File: src/display_cfg_pkg.sv
/*
  Package for the display configuration command logic: command codes,
  command range limits, field positions, reset values and the codes used
  by the colour expansion setting.
  Assumes a single 200 MHz clock domain and byte-wide command traffic.
*/
`default_nettype none
package display_cfg_pkg;

  // =====================================================================
  // command codes and protection ranges
  localparam logic [7:0] CMD_PROTECT        = 8'hb0;
  localparam logic [7:0] CMD_STANDBY        = 8'hb1;
  localparam logic [7:0] CMD_FMEM_IF        = 8'hb3;
  localparam logic [7:0] USER_RANGE_LAST    = 8'haf;
  localparam logic [7:0] MFR_LOW_FIRST      = 8'hb1;
  localparam logic [7:0] MFR_MID_FIRST      = 8'he0;
  localparam logic [7:0] MFR_HIGH_FIRST     = 8'hf0;

  // =====================================================================
  // protection levels
  localparam logic [1:0] PROTECT_LEVEL_HIGH = 2'h1;
  localparam logic [1:0] PROTECT_LEVEL_MID  = 2'h2;
  localparam logic [1:0] PROTECT_LEVEL_ALL  = 2'h3;

  // =====================================================================
  // field positions inside parameter bytes
  localparam int PROTECT_LEVEL_LSB  = 0;
  localparam int STANDBY_BIT        = 0;
  localparam int WRAP_BIT           = 1;
  localparam int TEAR_LSB           = 0;
  localparam int RGB_CYCLE_LSB      = 0;
  localparam int EXPAND_LSB         = 4;
  localparam int DATA_FORMAT_BIT    = 0;
  localparam logic [2:0] FMEM_IF_PARAMS = 3'h4;

  // =====================================================================
  // reset values
  localparam logic [1:0] PROTECT_LEVEL_RST  = 2'h0;
  localparam logic       STANDBY_RST        = 1'b0;
  localparam logic       WRAP_RST           = 1'b0;
  localparam logic [2:0] TEAR_RST           = 3'h0;
  localparam logic [2:0] RGB_CYCLE_RST      = 3'h0;
  localparam logic [1:0] EXPAND_RST         = 2'h0;
  localparam logic       DATA_FORMAT_RST    = 1'b0;

  // =====================================================================
  // colour expansion codes
  localparam logic [1:0] EXPAND_ZERO_LSB    = 2'h0;
  localparam logic [1:0] EXPAND_ONE_LSB     = 2'h1;
  localparam logic [1:0] EXPAND_MSB_LSB     = 2'h2;
  localparam logic [4:0] CHAN5_ALL_ONES     = 5'h1f;
  localparam logic [4:0] CHAN5_ALL_ZERO     = 5'h00;
  localparam logic [5:0] CHAN6_ALL_ONES     = 6'h3f;
  localparam logic [5:0] CHAN6_ALL_ZERO     = 6'h00;

endpackage
`default_nettype wire

File: src/color_expand_channel.sv
/*
  One colour channel widener: 5-bit red or blue sample to 6 bits under
  the selected expansion format. Purely combinational; the caller
  registers the result.
*/
`timescale 1ns/1ps
`default_nettype none
module color_expand_channel
  import display_cfg_pkg::*;
(
  input  wire logic [1:0] expand_format,
  input  wire logic [4:0] chan_in,
  output logic      [5:0] chan_out
);

  // =====================================================================
  // expansion select
  always_comb begin
    case (expand_format)
      EXPAND_ZERO_LSB: begin
        if (chan_in == CHAN5_ALL_ONES) begin
          chan_out = CHAN6_ALL_ONES;
        end else begin
          chan_out = {chan_in, 1'b0};
        end
      end
      EXPAND_ONE_LSB: begin
        if (chan_in == CHAN5_ALL_ZERO) begin
          chan_out = CHAN6_ALL_ZERO;
        end else begin
          chan_out = {chan_in, 1'b1};
        end
      end
      EXPAND_MSB_LSB: chan_out = {chan_in, chan_in[4]};
      // code 11 is disabled; treat like a zero fill without the exception
      default: chan_out = {chan_in, 1'b0};
    endcase
  end

endmodule // color_expand_channel
`default_nettype wire

File: src/display_cmd_protect_config.sv
/*
  Configuration command logic of a display driver: command access
  protection, deep standby request and frame memory access / interface
  settings, with the write window counter, tearing pulse divider, RGB
  write cycle divider and 16-to-18-bit colour expansion they steer.
  Assumes the host bus pins are already synchronous to clock.
*/
`timescale 1ns/1ps
`default_nettype none
module display_cmd_protect_config
  import display_cfg_pkg::*;
#(
  parameter int COORD_W = 9
)(
  input  wire logic               clock,
  input  wire logic               arst_n,
  // host command bus
  input  wire logic               chip_select_n,
  input  wire logic               data_command_select,
  input  wire logic               write_strobe_n,
  input  wire logic [7:0]         bus_data,
  input  wire logic               bus_is_16bit_or_serial,
  input  wire logic               standby_exit,
  // window and frame timing
  input  wire logic [COORD_W-1:0] window_col_start,
  input  wire logic [COORD_W-1:0] window_col_end,
  input  wire logic [COORD_W-1:0] window_page_start,
  input  wire logic [COORD_W-1:0] window_page_end,
  input  wire logic               window_restart,
  input  wire logic               frame_start,
  // pixel stream
  input  wire logic               pixel_in_valid,
  input  wire logic [15:0]        pixel_in,
  output logic                    pixel_out_valid,
  output logic [17:0]             pixel_out,
  output logic [COORD_W-1:0]      pixel_col,
  output logic [COORD_W-1:0]      pixel_page,
  // settings and status
  output logic [1:0]              cmd_protect_level,
  output logic                    standby_request,
  output logic                    logic_supply_off,
  output logic                    config_valid,
  output logic                    write_wrap_enable,
  output logic [2:0]              tear_interval,
  output logic [2:0]              rgb_write_cycle,
  output logic [1:0]              color_expand_format,
  output logic                    bus_data_format,
  output logic                    bus_data_format_active,
  output logic                    cmd_rejected,
  output logic                    tear_signal,
  output logic                    rgb_frame_write_en
);

  // =====================================================================
  // elaboration check
  generate
    if (COORD_W < 2 || COORD_W > 16) begin : g_bad_width
      $error("COORD_W must be between 2 and 16");
    end
  endgenerate

  // =====================================================================
  // command decoder state
  typedef enum logic [3:0] {
    ST_IDLE    = 4'b0001,
    ST_PROTECT = 4'b0010,
    ST_STANDBY = 4'b0100,
    ST_FMEM_IF = 4'b1000
  } decode_state_t;

  decode_state_t decode_q;
  decode_state_t decode_d;
  logic          strobe_q;
  logic          write_taken;
  logic          cmd_write;
  logic          param_write;
  logic          cmd_allowed;
  logic [2:0]    param_idx_q;
  logic [1:0]    protect_q;
  logic          standby_q;
  logic          valid_q;
  logic          wrap_q;
  logic [2:0]    tear_q;
  logic [2:0]    rgb_cycle_q;
  logic [1:0]    expand_q;
  logic          format_q;
  logic          rejected_q;

  // write edge: bytes are taken on the rising edge of the write strobe
  always_ff @(posedge clock or negedge arst_n) begin
    if (!arst_n) begin
      strobe_q <= 1'b1;
    end else begin
      strobe_q <= write_strobe_n;
    end
  end

  assign write_taken = write_strobe_n && !strobe_q && !chip_select_n;
  assign cmd_write   = write_taken && !data_command_select;
  assign param_write = write_taken && data_command_select;

  // protection filter on the incoming command code
  always_comb begin
    if (bus_data <= USER_RANGE_LAST || bus_data == CMD_PROTECT) begin
      cmd_allowed = 1'b1;
    end else if (bus_data >= MFR_HIGH_FIRST) begin
      cmd_allowed = (protect_q < PROTECT_LEVEL_HIGH);
    end else if (bus_data >= MFR_MID_FIRST) begin
      cmd_allowed = (protect_q < PROTECT_LEVEL_MID);
    end else if (bus_data >= MFR_LOW_FIRST) begin
      cmd_allowed = (protect_q < PROTECT_LEVEL_ALL);
    end else begin
      cmd_allowed = 1'b1;
    end
  end

  // next decode state; no power state gates decoding
  always_comb begin
    decode_d = decode_q;
    if (cmd_write) begin
      if (!cmd_allowed) begin
        decode_d = ST_IDLE;
      end else begin
        case (bus_data)
          CMD_PROTECT: decode_d = ST_PROTECT;
          CMD_STANDBY: decode_d = ST_STANDBY;
          CMD_FMEM_IF: decode_d = ST_FMEM_IF;
          default:     decode_d = ST_IDLE;
        endcase
      end
    end else if (param_write) begin
      case (decode_q)
        ST_PROTECT: decode_d = ST_IDLE;
        ST_STANDBY: decode_d = ST_IDLE;
        ST_FMEM_IF: begin
          if (param_idx_q == FMEM_IF_PARAMS - 3'h1) begin
            decode_d = ST_IDLE;
          end
        end
        default: decode_d = ST_IDLE;
      endcase
    end
  end

  always_ff @(posedge clock or negedge arst_n) begin
    if (!arst_n) begin
      decode_q <= ST_IDLE;
    end else begin
      decode_q <= decode_d;
    end
  end

  // parameter index restarts with every command byte
  always_ff @(posedge clock or negedge arst_n) begin
    if (!arst_n) begin
      param_idx_q <= 3'h0;
    end else if (cmd_write) begin
      param_idx_q <= 3'h0;
    end else if (param_write && decode_q == ST_FMEM_IF) begin
      param_idx_q <= param_idx_q + 3'h1;
    end
  end

  // one-cycle flag for a blocked command byte
  always_ff @(posedge clock or negedge arst_n) begin
    if (!arst_n) begin
      rejected_q <= 1'b0;
    end else begin
      rejected_q <= cmd_write && !cmd_allowed;
    end
  end

  // =====================================================================
  // stored settings
  // besides standby_exit on the standby request and standby on config_valid, only arst_n clears these; a software reset command never reaches here
  always_ff @(posedge clock or negedge arst_n) begin
    if (!arst_n) begin
      protect_q <= PROTECT_LEVEL_RST;
    end else if (param_write && decode_q == ST_PROTECT) begin
      protect_q <= bus_data[PROTECT_LEVEL_LSB +: 2];
    end
  end

  // standby request: set or cleared by the parameter bit, otherwise cleared by a wake event
  always_ff @(posedge clock or negedge arst_n) begin
    if (!arst_n) begin
      standby_q <= STANDBY_RST;
    end else if (param_write && decode_q == ST_STANDBY) begin
      standby_q <= bus_data[STANDBY_BIT];
    end else if (standby_exit) begin
      standby_q <= 1'b0;
    end
  end

  // settings are marked stale once standby drops the logic supply
  always_ff @(posedge clock or negedge arst_n) begin
    if (!arst_n) begin
      valid_q <= 1'b1;
    end else if (standby_q) begin
      valid_q <= 1'b0;
    end else if (param_write && decode_q == ST_FMEM_IF &&
                 param_idx_q == FMEM_IF_PARAMS - 3'h1) begin
      valid_q <= 1'b1;
    end
  end

  // frame memory access and interface parameters, one byte each
  always_ff @(posedge clock or negedge arst_n) begin
    if (!arst_n) begin
      wrap_q      <= WRAP_RST;
      tear_q      <= TEAR_RST;
      rgb_cycle_q <= RGB_CYCLE_RST;
      expand_q    <= EXPAND_RST;
      format_q    <= DATA_FORMAT_RST;
    end else if (param_write && decode_q == ST_FMEM_IF) begin
      case (param_idx_q)
        3'h0: wrap_q      <= bus_data[WRAP_BIT];
        3'h1: tear_q      <= bus_data[TEAR_LSB +: 3];
        3'h2: rgb_cycle_q <= bus_data[RGB_CYCLE_LSB +: 3];
        3'h3: begin
          expand_q <= bus_data[EXPAND_LSB +: 2];
          format_q <= bus_data[DATA_FORMAT_BIT];
        end
        default: wrap_q <= wrap_q;
      endcase
    end
  end

  // =====================================================================
  // tearing pulse divider
  // interval is code plus one frames; the odd-step legal codes map exactly
  logic [2:0] tear_cnt_q;
  logic       tear_q_out;

  always_ff @(posedge clock or negedge arst_n) begin
    if (!arst_n) begin
      tear_cnt_q <= 3'h0;
      tear_q_out <= 1'b0;
    end else if (frame_start) begin
      if (tear_cnt_q >= tear_q) begin
        tear_cnt_q <= 3'h0;
        tear_q_out <= 1'b1;
      end else begin
        tear_cnt_q <= tear_cnt_q + 3'h1;
        tear_q_out <= 1'b0;
      end
    end else begin
      tear_q_out <= 1'b0;
    end
  end

  // =====================================================================
  // rgb port write cycle divider: write enable holds for a whole frame
  logic [2:0] rgb_cnt_q;
  logic       rgb_en_q;

  always_ff @(posedge clock or negedge arst_n) begin
    if (!arst_n) begin
      rgb_cnt_q <= 3'h0;
      rgb_en_q  <= 1'b0;
    end else if (frame_start) begin
      if (rgb_cnt_q >= rgb_cycle_q) begin
        rgb_cnt_q <= 3'h0;
        rgb_en_q  <= 1'b1;
      end else begin
        rgb_cnt_q <= rgb_cnt_q + 3'h1;
        rgb_en_q  <= 1'b0;
      end
    end
  end

  // =====================================================================
  // write window pointers
  logic [COORD_W-1:0] col_q;
  logic [COORD_W-1:0] page_q;
  logic               window_done_q;
  logic               last_col;
  logic               last_page;
  logic               pixel_take;

  assign last_col   = (col_q == window_col_end);
  assign last_page  = (page_q == window_page_end);
  assign pixel_take = pixel_in_valid && !window_done_q;

  always_ff @(posedge clock or negedge arst_n) begin
    if (!arst_n) begin
      col_q         <= '0;
      page_q        <= '0;
      window_done_q <= 1'b0;
    end else if (window_restart) begin
      col_q         <= window_col_start;
      page_q        <= window_page_start;
      window_done_q <= 1'b0;
    end else if (pixel_take) begin
      if (last_col && last_page) begin
        col_q  <= window_col_start;
        page_q <= window_page_start;
        // without wrap every later pixel is dropped until restart
        window_done_q <= !wrap_q;
      end else if (last_col) begin
        col_q  <= window_col_start;
        page_q <= page_q + 1'b1;
      end else begin
        col_q <= col_q + 1'b1;
      end
    end
  end

  // =====================================================================
  // colour expansion and pixel output register
  logic [5:0] red_wide;
  logic [5:0] blue_wide;

  color_expand_channel u_red (
    .expand_format (expand_q),
    .chan_in       (pixel_in[15:11]),
    .chan_out      (red_wide)
  );

  color_expand_channel u_blue (
    .expand_format (expand_q),
    .chan_in       (pixel_in[4:0]),
    .chan_out      (blue_wide)
  );

  // discarded pixels never raise the valid output
  always_ff @(posedge clock or negedge arst_n) begin
    if (!arst_n) begin
      pixel_out_valid <= 1'b0;
      pixel_out       <= 18'h00000;
      pixel_col       <= '0;
      pixel_page      <= '0;
    end else begin
      pixel_out_valid <= pixel_take && !window_restart;
      if (pixel_take) begin
        pixel_out  <= {red_wide, pixel_in[10:5], blue_wide};
        pixel_col  <= col_q;
        pixel_page <= page_q;
      end
    end
  end

  // =====================================================================
  // settings and status outputs
  assign cmd_protect_level      = protect_q;
  assign standby_request        = standby_q;
  assign logic_supply_off       = standby_q;
  assign config_valid           = valid_q;
  assign write_wrap_enable      = wrap_q;
  assign tear_interval          = tear_q;
  assign rgb_write_cycle        = rgb_cycle_q;
  assign color_expand_format    = expand_q;
  assign bus_data_format        = format_q;
  assign bus_data_format_active = format_q && bus_is_16bit_or_serial;
  assign cmd_rejected           = rejected_q;
  assign tear_signal            = tear_q_out;
  assign rgb_frame_write_en     = rgb_en_q;

endmodule // display_cmd_protect_config
`default_nettype wire

File: config.mk
export PLATFORM = sky130hd
export DESIGN_NAME = display_cmd_protect_config
export DESIGN_NICKNAME = d
export VERILOG_FILES = /design/src/display_cfg_pkg.sv /design/src/color_expand_channel.sv /design/src/display_cmd_protect_config.sv
export SDC_FILE = /design/constraint.sdc
export NUM_CORES = 1
export LEC_CHECK = 0
export ABC_AREA = 1
export BUFFER_PORTS_ARGS = -buffer_cell sky130_fd_sc_hd__buf_2
export CORE_AREA = 2 2 110 112
export DETAILED_ROUTE_END_ITERATION = 12
export DIE_AREA = 0 0 112 114
export PLACE_DENSITY_LB_ADDON = 0.25
export SYNTH_ARGS = -nofsm -noshare
export SYNTH_HDL_FRONTEND = slang
export SYNTH_SLANG_ARGS = --single-unit
File: constraint.sdc
create_clock -name clock -period 1.4 [get_ports clock]
set_input_delay 0.07 -clock clock [delete_from_list [all_inputs] [get_ports clock]]
set_output_delay 0.07 -clock clock [all_outputs]
set_load 0.01 [all_outputs]
==> summary.txt <==
Outcome
  – Status: finished, violations left
  – Failing checks: setup timing

STA
  – Worst Clk Skew: 0.00648 ns
  – PnR worst setup slack: -0.169 ns
  – Rel. slew slack: 67.9%
  – Final Max Slew Viols: 0
  – Unrepaired setup endpoints after global routing: true
  – Setup tns final: -2.56 ns
  – Worst Tran Pin Value: 0.481 ns
  – Hold Slack: 0.00626 ns
  – Max Clock Freq: 0.637 GHz
  – Tcrit/Tclk final: 112%
  – Final setup vio count: 19
  – Hold Fails Final Rpt: 0
  – Crit path time final: between 1.5 and 2 ns

Floorplan
  – DIE WIDTH: 112 µm
  – Initial Util: 38.7%
  – Area of the core: 11700 µm²
  – Die height: 114 µm
  – Ports: 126
  – Die area: 12800 µm²
  – Row count: 40

Detailed routing
  – DRT iter0 DRCs: 258
  – Metal2 WL: 6090 µm
  – Met3 WL post-DR: 837 µm
  – TritonRoute pass-1 iters: 4
  – DRT met1 WL: roughly 5000 µm
  – Top Metal Used: met4
  – Vias: 4481
  – Routed WL per cell: 13.2 µm
  – DRT antenna net count: 0
  – Vias/cell: about 4.8
  – Total Wirelength: roughly 12000 µm
  – DRC viols: 0

Synthesis
  – Area leader, netlist: dfrtp_1
  – Synth warn: 0
  – Top cell type's share of synthesized area: 46.3%
  – Post-synthesis compound-gate area fraction: 10.3%
  – Yosys reg bits: just under 90
  – Adder-cell share of the synthesized area: 4.14%
  – Syn_area_per_cell: 7.91 µm²
  – Synth Net Count: 659
  – Mux contribution to synthesized area: 0%
  – Primary FF master, synth: dfrtp_1
  – Largest family of logic cells by synthesized area: simple AND/OR/NAND/NOR gates
  – Synth top area cells: dfrtp_1 (46%), nand2_1 (16%), o21ai_0 (6.4%)
  – Async set-or-reset flop fraction in the synthesized netlist: 100%
  – Post-synth EDFFs: 0
  – Post-Syn Area: 4540 µm²
  – Post-synthesis sequential area ratio: 48.1%
  – Xor/xnor cell area share of the yosys netlist: 3.47%
  – Cells after synthesis: approximately 570
  – Post-synthesis simple-gate area fraction: 26.0%
  – Post-synthesis cell type count: 37

Placement
  – IO Port Bufs: 125
  – Placed cell count: 884
  – Dpl ws: -0.263 ns
  – HPWL Detailed: 8880 µm
  – Dpl cell area: 5690 µm²
  – Global placer's final weighted congestion: around 0.9

Worst setup path
  – CP Max Fanout: 5
  – Worst endpoint data arrival time: 1.79 ns
  – Startpoint types: register
  – Critical Path RT: roughly 1.6 ns
  – Worst setup EP type: register
  – Setup CP Type: reg2reg

Finish
  – Final core occ: 55.5%
  – Post-Layout Cell Count: 937
  – Area grow syn2layout: 43.3%
  – Multi-input combinational cell area: around 2200 µm²
  – Commonest cells after routing, fill and taps aside: nand2_1 (181), buf_2 (124), dfrtp_1 (84), inv_1 (69), buf_4 (64)
  – FILL cells: between 1000 and 1500
  – Nets@finish: 869
  – Post-route cell area: approximately 6500 µm²
  – Register area: 2180 µm²
  – Share of cells above drive strength 1: 33.6%
  – Most common cell after layout, fill and taps aside: nand2_1

Pwr
  – Pwr per Cell Area: about 1100 nW/µm²
  – Final Power: 6.84 mW
  – Switching pwr: between 1.5 and 2 mW
  – Clock Power Share: 35.0%
  – Comb pwr share: a little under a quarter
  – Leak: around 3.5 nW
  – Switching part of the total power: 29.2%
  – Worst vdd ir: ~0.0006 V
  – Sequential cell fraction of total power: 42.4%
  – Int Pwr: 4.84 mW

Run
  – Max-cap violations: 0

Clock network
  – CTS tree: built
  – Worst-path clk slew: 0.06 ns
  – CTS max path bufs: 2
  – Clk sink count: 87
  – Root buffer cell: clkbuf_16
  – Total CTS buffers: 9
  – Clock Latency Late Sink: 0.35 ns
  – H-tree depth: 3

Global route
  – GR Overflow Total: 0
  – Initial antenna violation count: 1
  – First-pass GRT wire length: 20000 µm
  – Maximum number of pins on one net before global-route repair: 56
  – Vias in the first global route: 4422
  – All-Layer GR Usage: 19.6%

Min path
  – Worst Hold Class: in2reg
[power groups by stage]
stage	sequential [mW]	combinational [mW]	clock [mW]
3_3_place_gp	2.93	1.37	0
5_1_grt	2.93	1.72	2.57
6_report	2.90	1.54	2.39
4_1_cts	2.90	1.51	2.45
3_5_place_dp	2.94	1.39	0
2_1_floorplan	3.02	0.602	0
[kinds of logic (layout without fill, tap and decap cells)]
family / count (synthesis) / in the layout
other: 0 / 1
AO/OA/AOI/OAI: 83 / 83
AND/OR/NAND/NOR: 279 / 279
buffers and inverters: 92 / 307
adder cells (fa/ha/maj): 15 / 15
XOR/XNOR: 18 / 18
flip-flops: 87 / 87
[routing by layer]
| layer | track usage [%] | vias to the layer above |
|---|---|---|
| li1 | - | 2240 |
| met1 | 23.2 | 2115 |
| met2 | 33.7 | 110 |
| met3 | 5.47 | 16 |
| met4 | 8.37 | 0 |
| met5 | 0 | - |
[synth_stat cells, types with 4 or more instances]
library cell / number
inv_2: 5
xnor2_1: 7
o21ai_0: 58
clkbuf_1: 6
ha_1: 15
nor2_1: 33
inv_1: 74
nand2_1: 188
nand4_1: 4
a21oi_1: 10
nand3_1: 36
dfrtp_1: 84
xor2_1: 11
[state kept, by name (all words and copies together) (netlist names), 4 cells and up]
signal      cells
pixel_col       9
pixel_out      18
page_q          9
col_q           9
decode_q        4
pixel_page      9
[timing repair]
item                                    4_1_cts  5_1_grt
gates resized for setup                      26       31
endpoints found under the hold margin       101        0
endpoints found under the setup margin       42       43
pin swaps                                     8       19
hold buffers                                 18        0
buffers inserted                              8       10
[path summary, 6_finish.rpt]
| check | startpoint | endpoint | slack [ns] | cells after the start |
|---|---|---|---|---|
| max | col_q[8]$_DFFE_PN0P_ | col_q[2]$_DFFE_PN0P_ | -0.17 | 10 |
| min | window_page_start[6] | page_q[6]$_DFFE_PN0P_ | 0.006 | 5 |
| max reg2reg | col_q[8]$_DFFE_PN0P_ | col_q[2]$_DFFE_PN0P_ | -0.17 | 10 |
| min reg2reg | logic_supply_off$_DFFE_PN0P_ | config_valid$_DFFE_PN1P_ | 0.45 | 1 |
| max in group asynchronous | arst_n | decode_q[0]$_DFFE_PN1P_ | 0.74 | 3 |
| min in group asynchronous | arst_n | pixel_out[8]$_DFFE_PN0P_ | 0.25 | 3 |
[worst max-delay path: stages, from the launching register on]
cell and delay, ns:
dfrtp_1 0.40, nand2_1 0.08, nand2_1 0.06, nor2_2 0.14
nand3_2 0.13, nor2_8 0.18, inv_1 0.12, nand2_2 0.11
nand2_1 0.07, nand3_1 0.06, o21ai_0 0.09
[layout make-up]
| type | count | area share [%] |
|---|---|---|
| Antenna cell | 1 | 0.0385 |
| Clock inverter | 6 | 0.942 |
| Sequential cell | 87 | 33.5 |
| Multi-Input combinational cell | 395 | 33.8 |
| Inverter | 80 | 4.65 |
| Timing Repair Buffer | 211 | 20.7 |
| Clock buffer | 10 | 3.52 |
| Tap cell | 147 | 2.83 |
No activity file was read; power rests on OpenSTA's default activity.
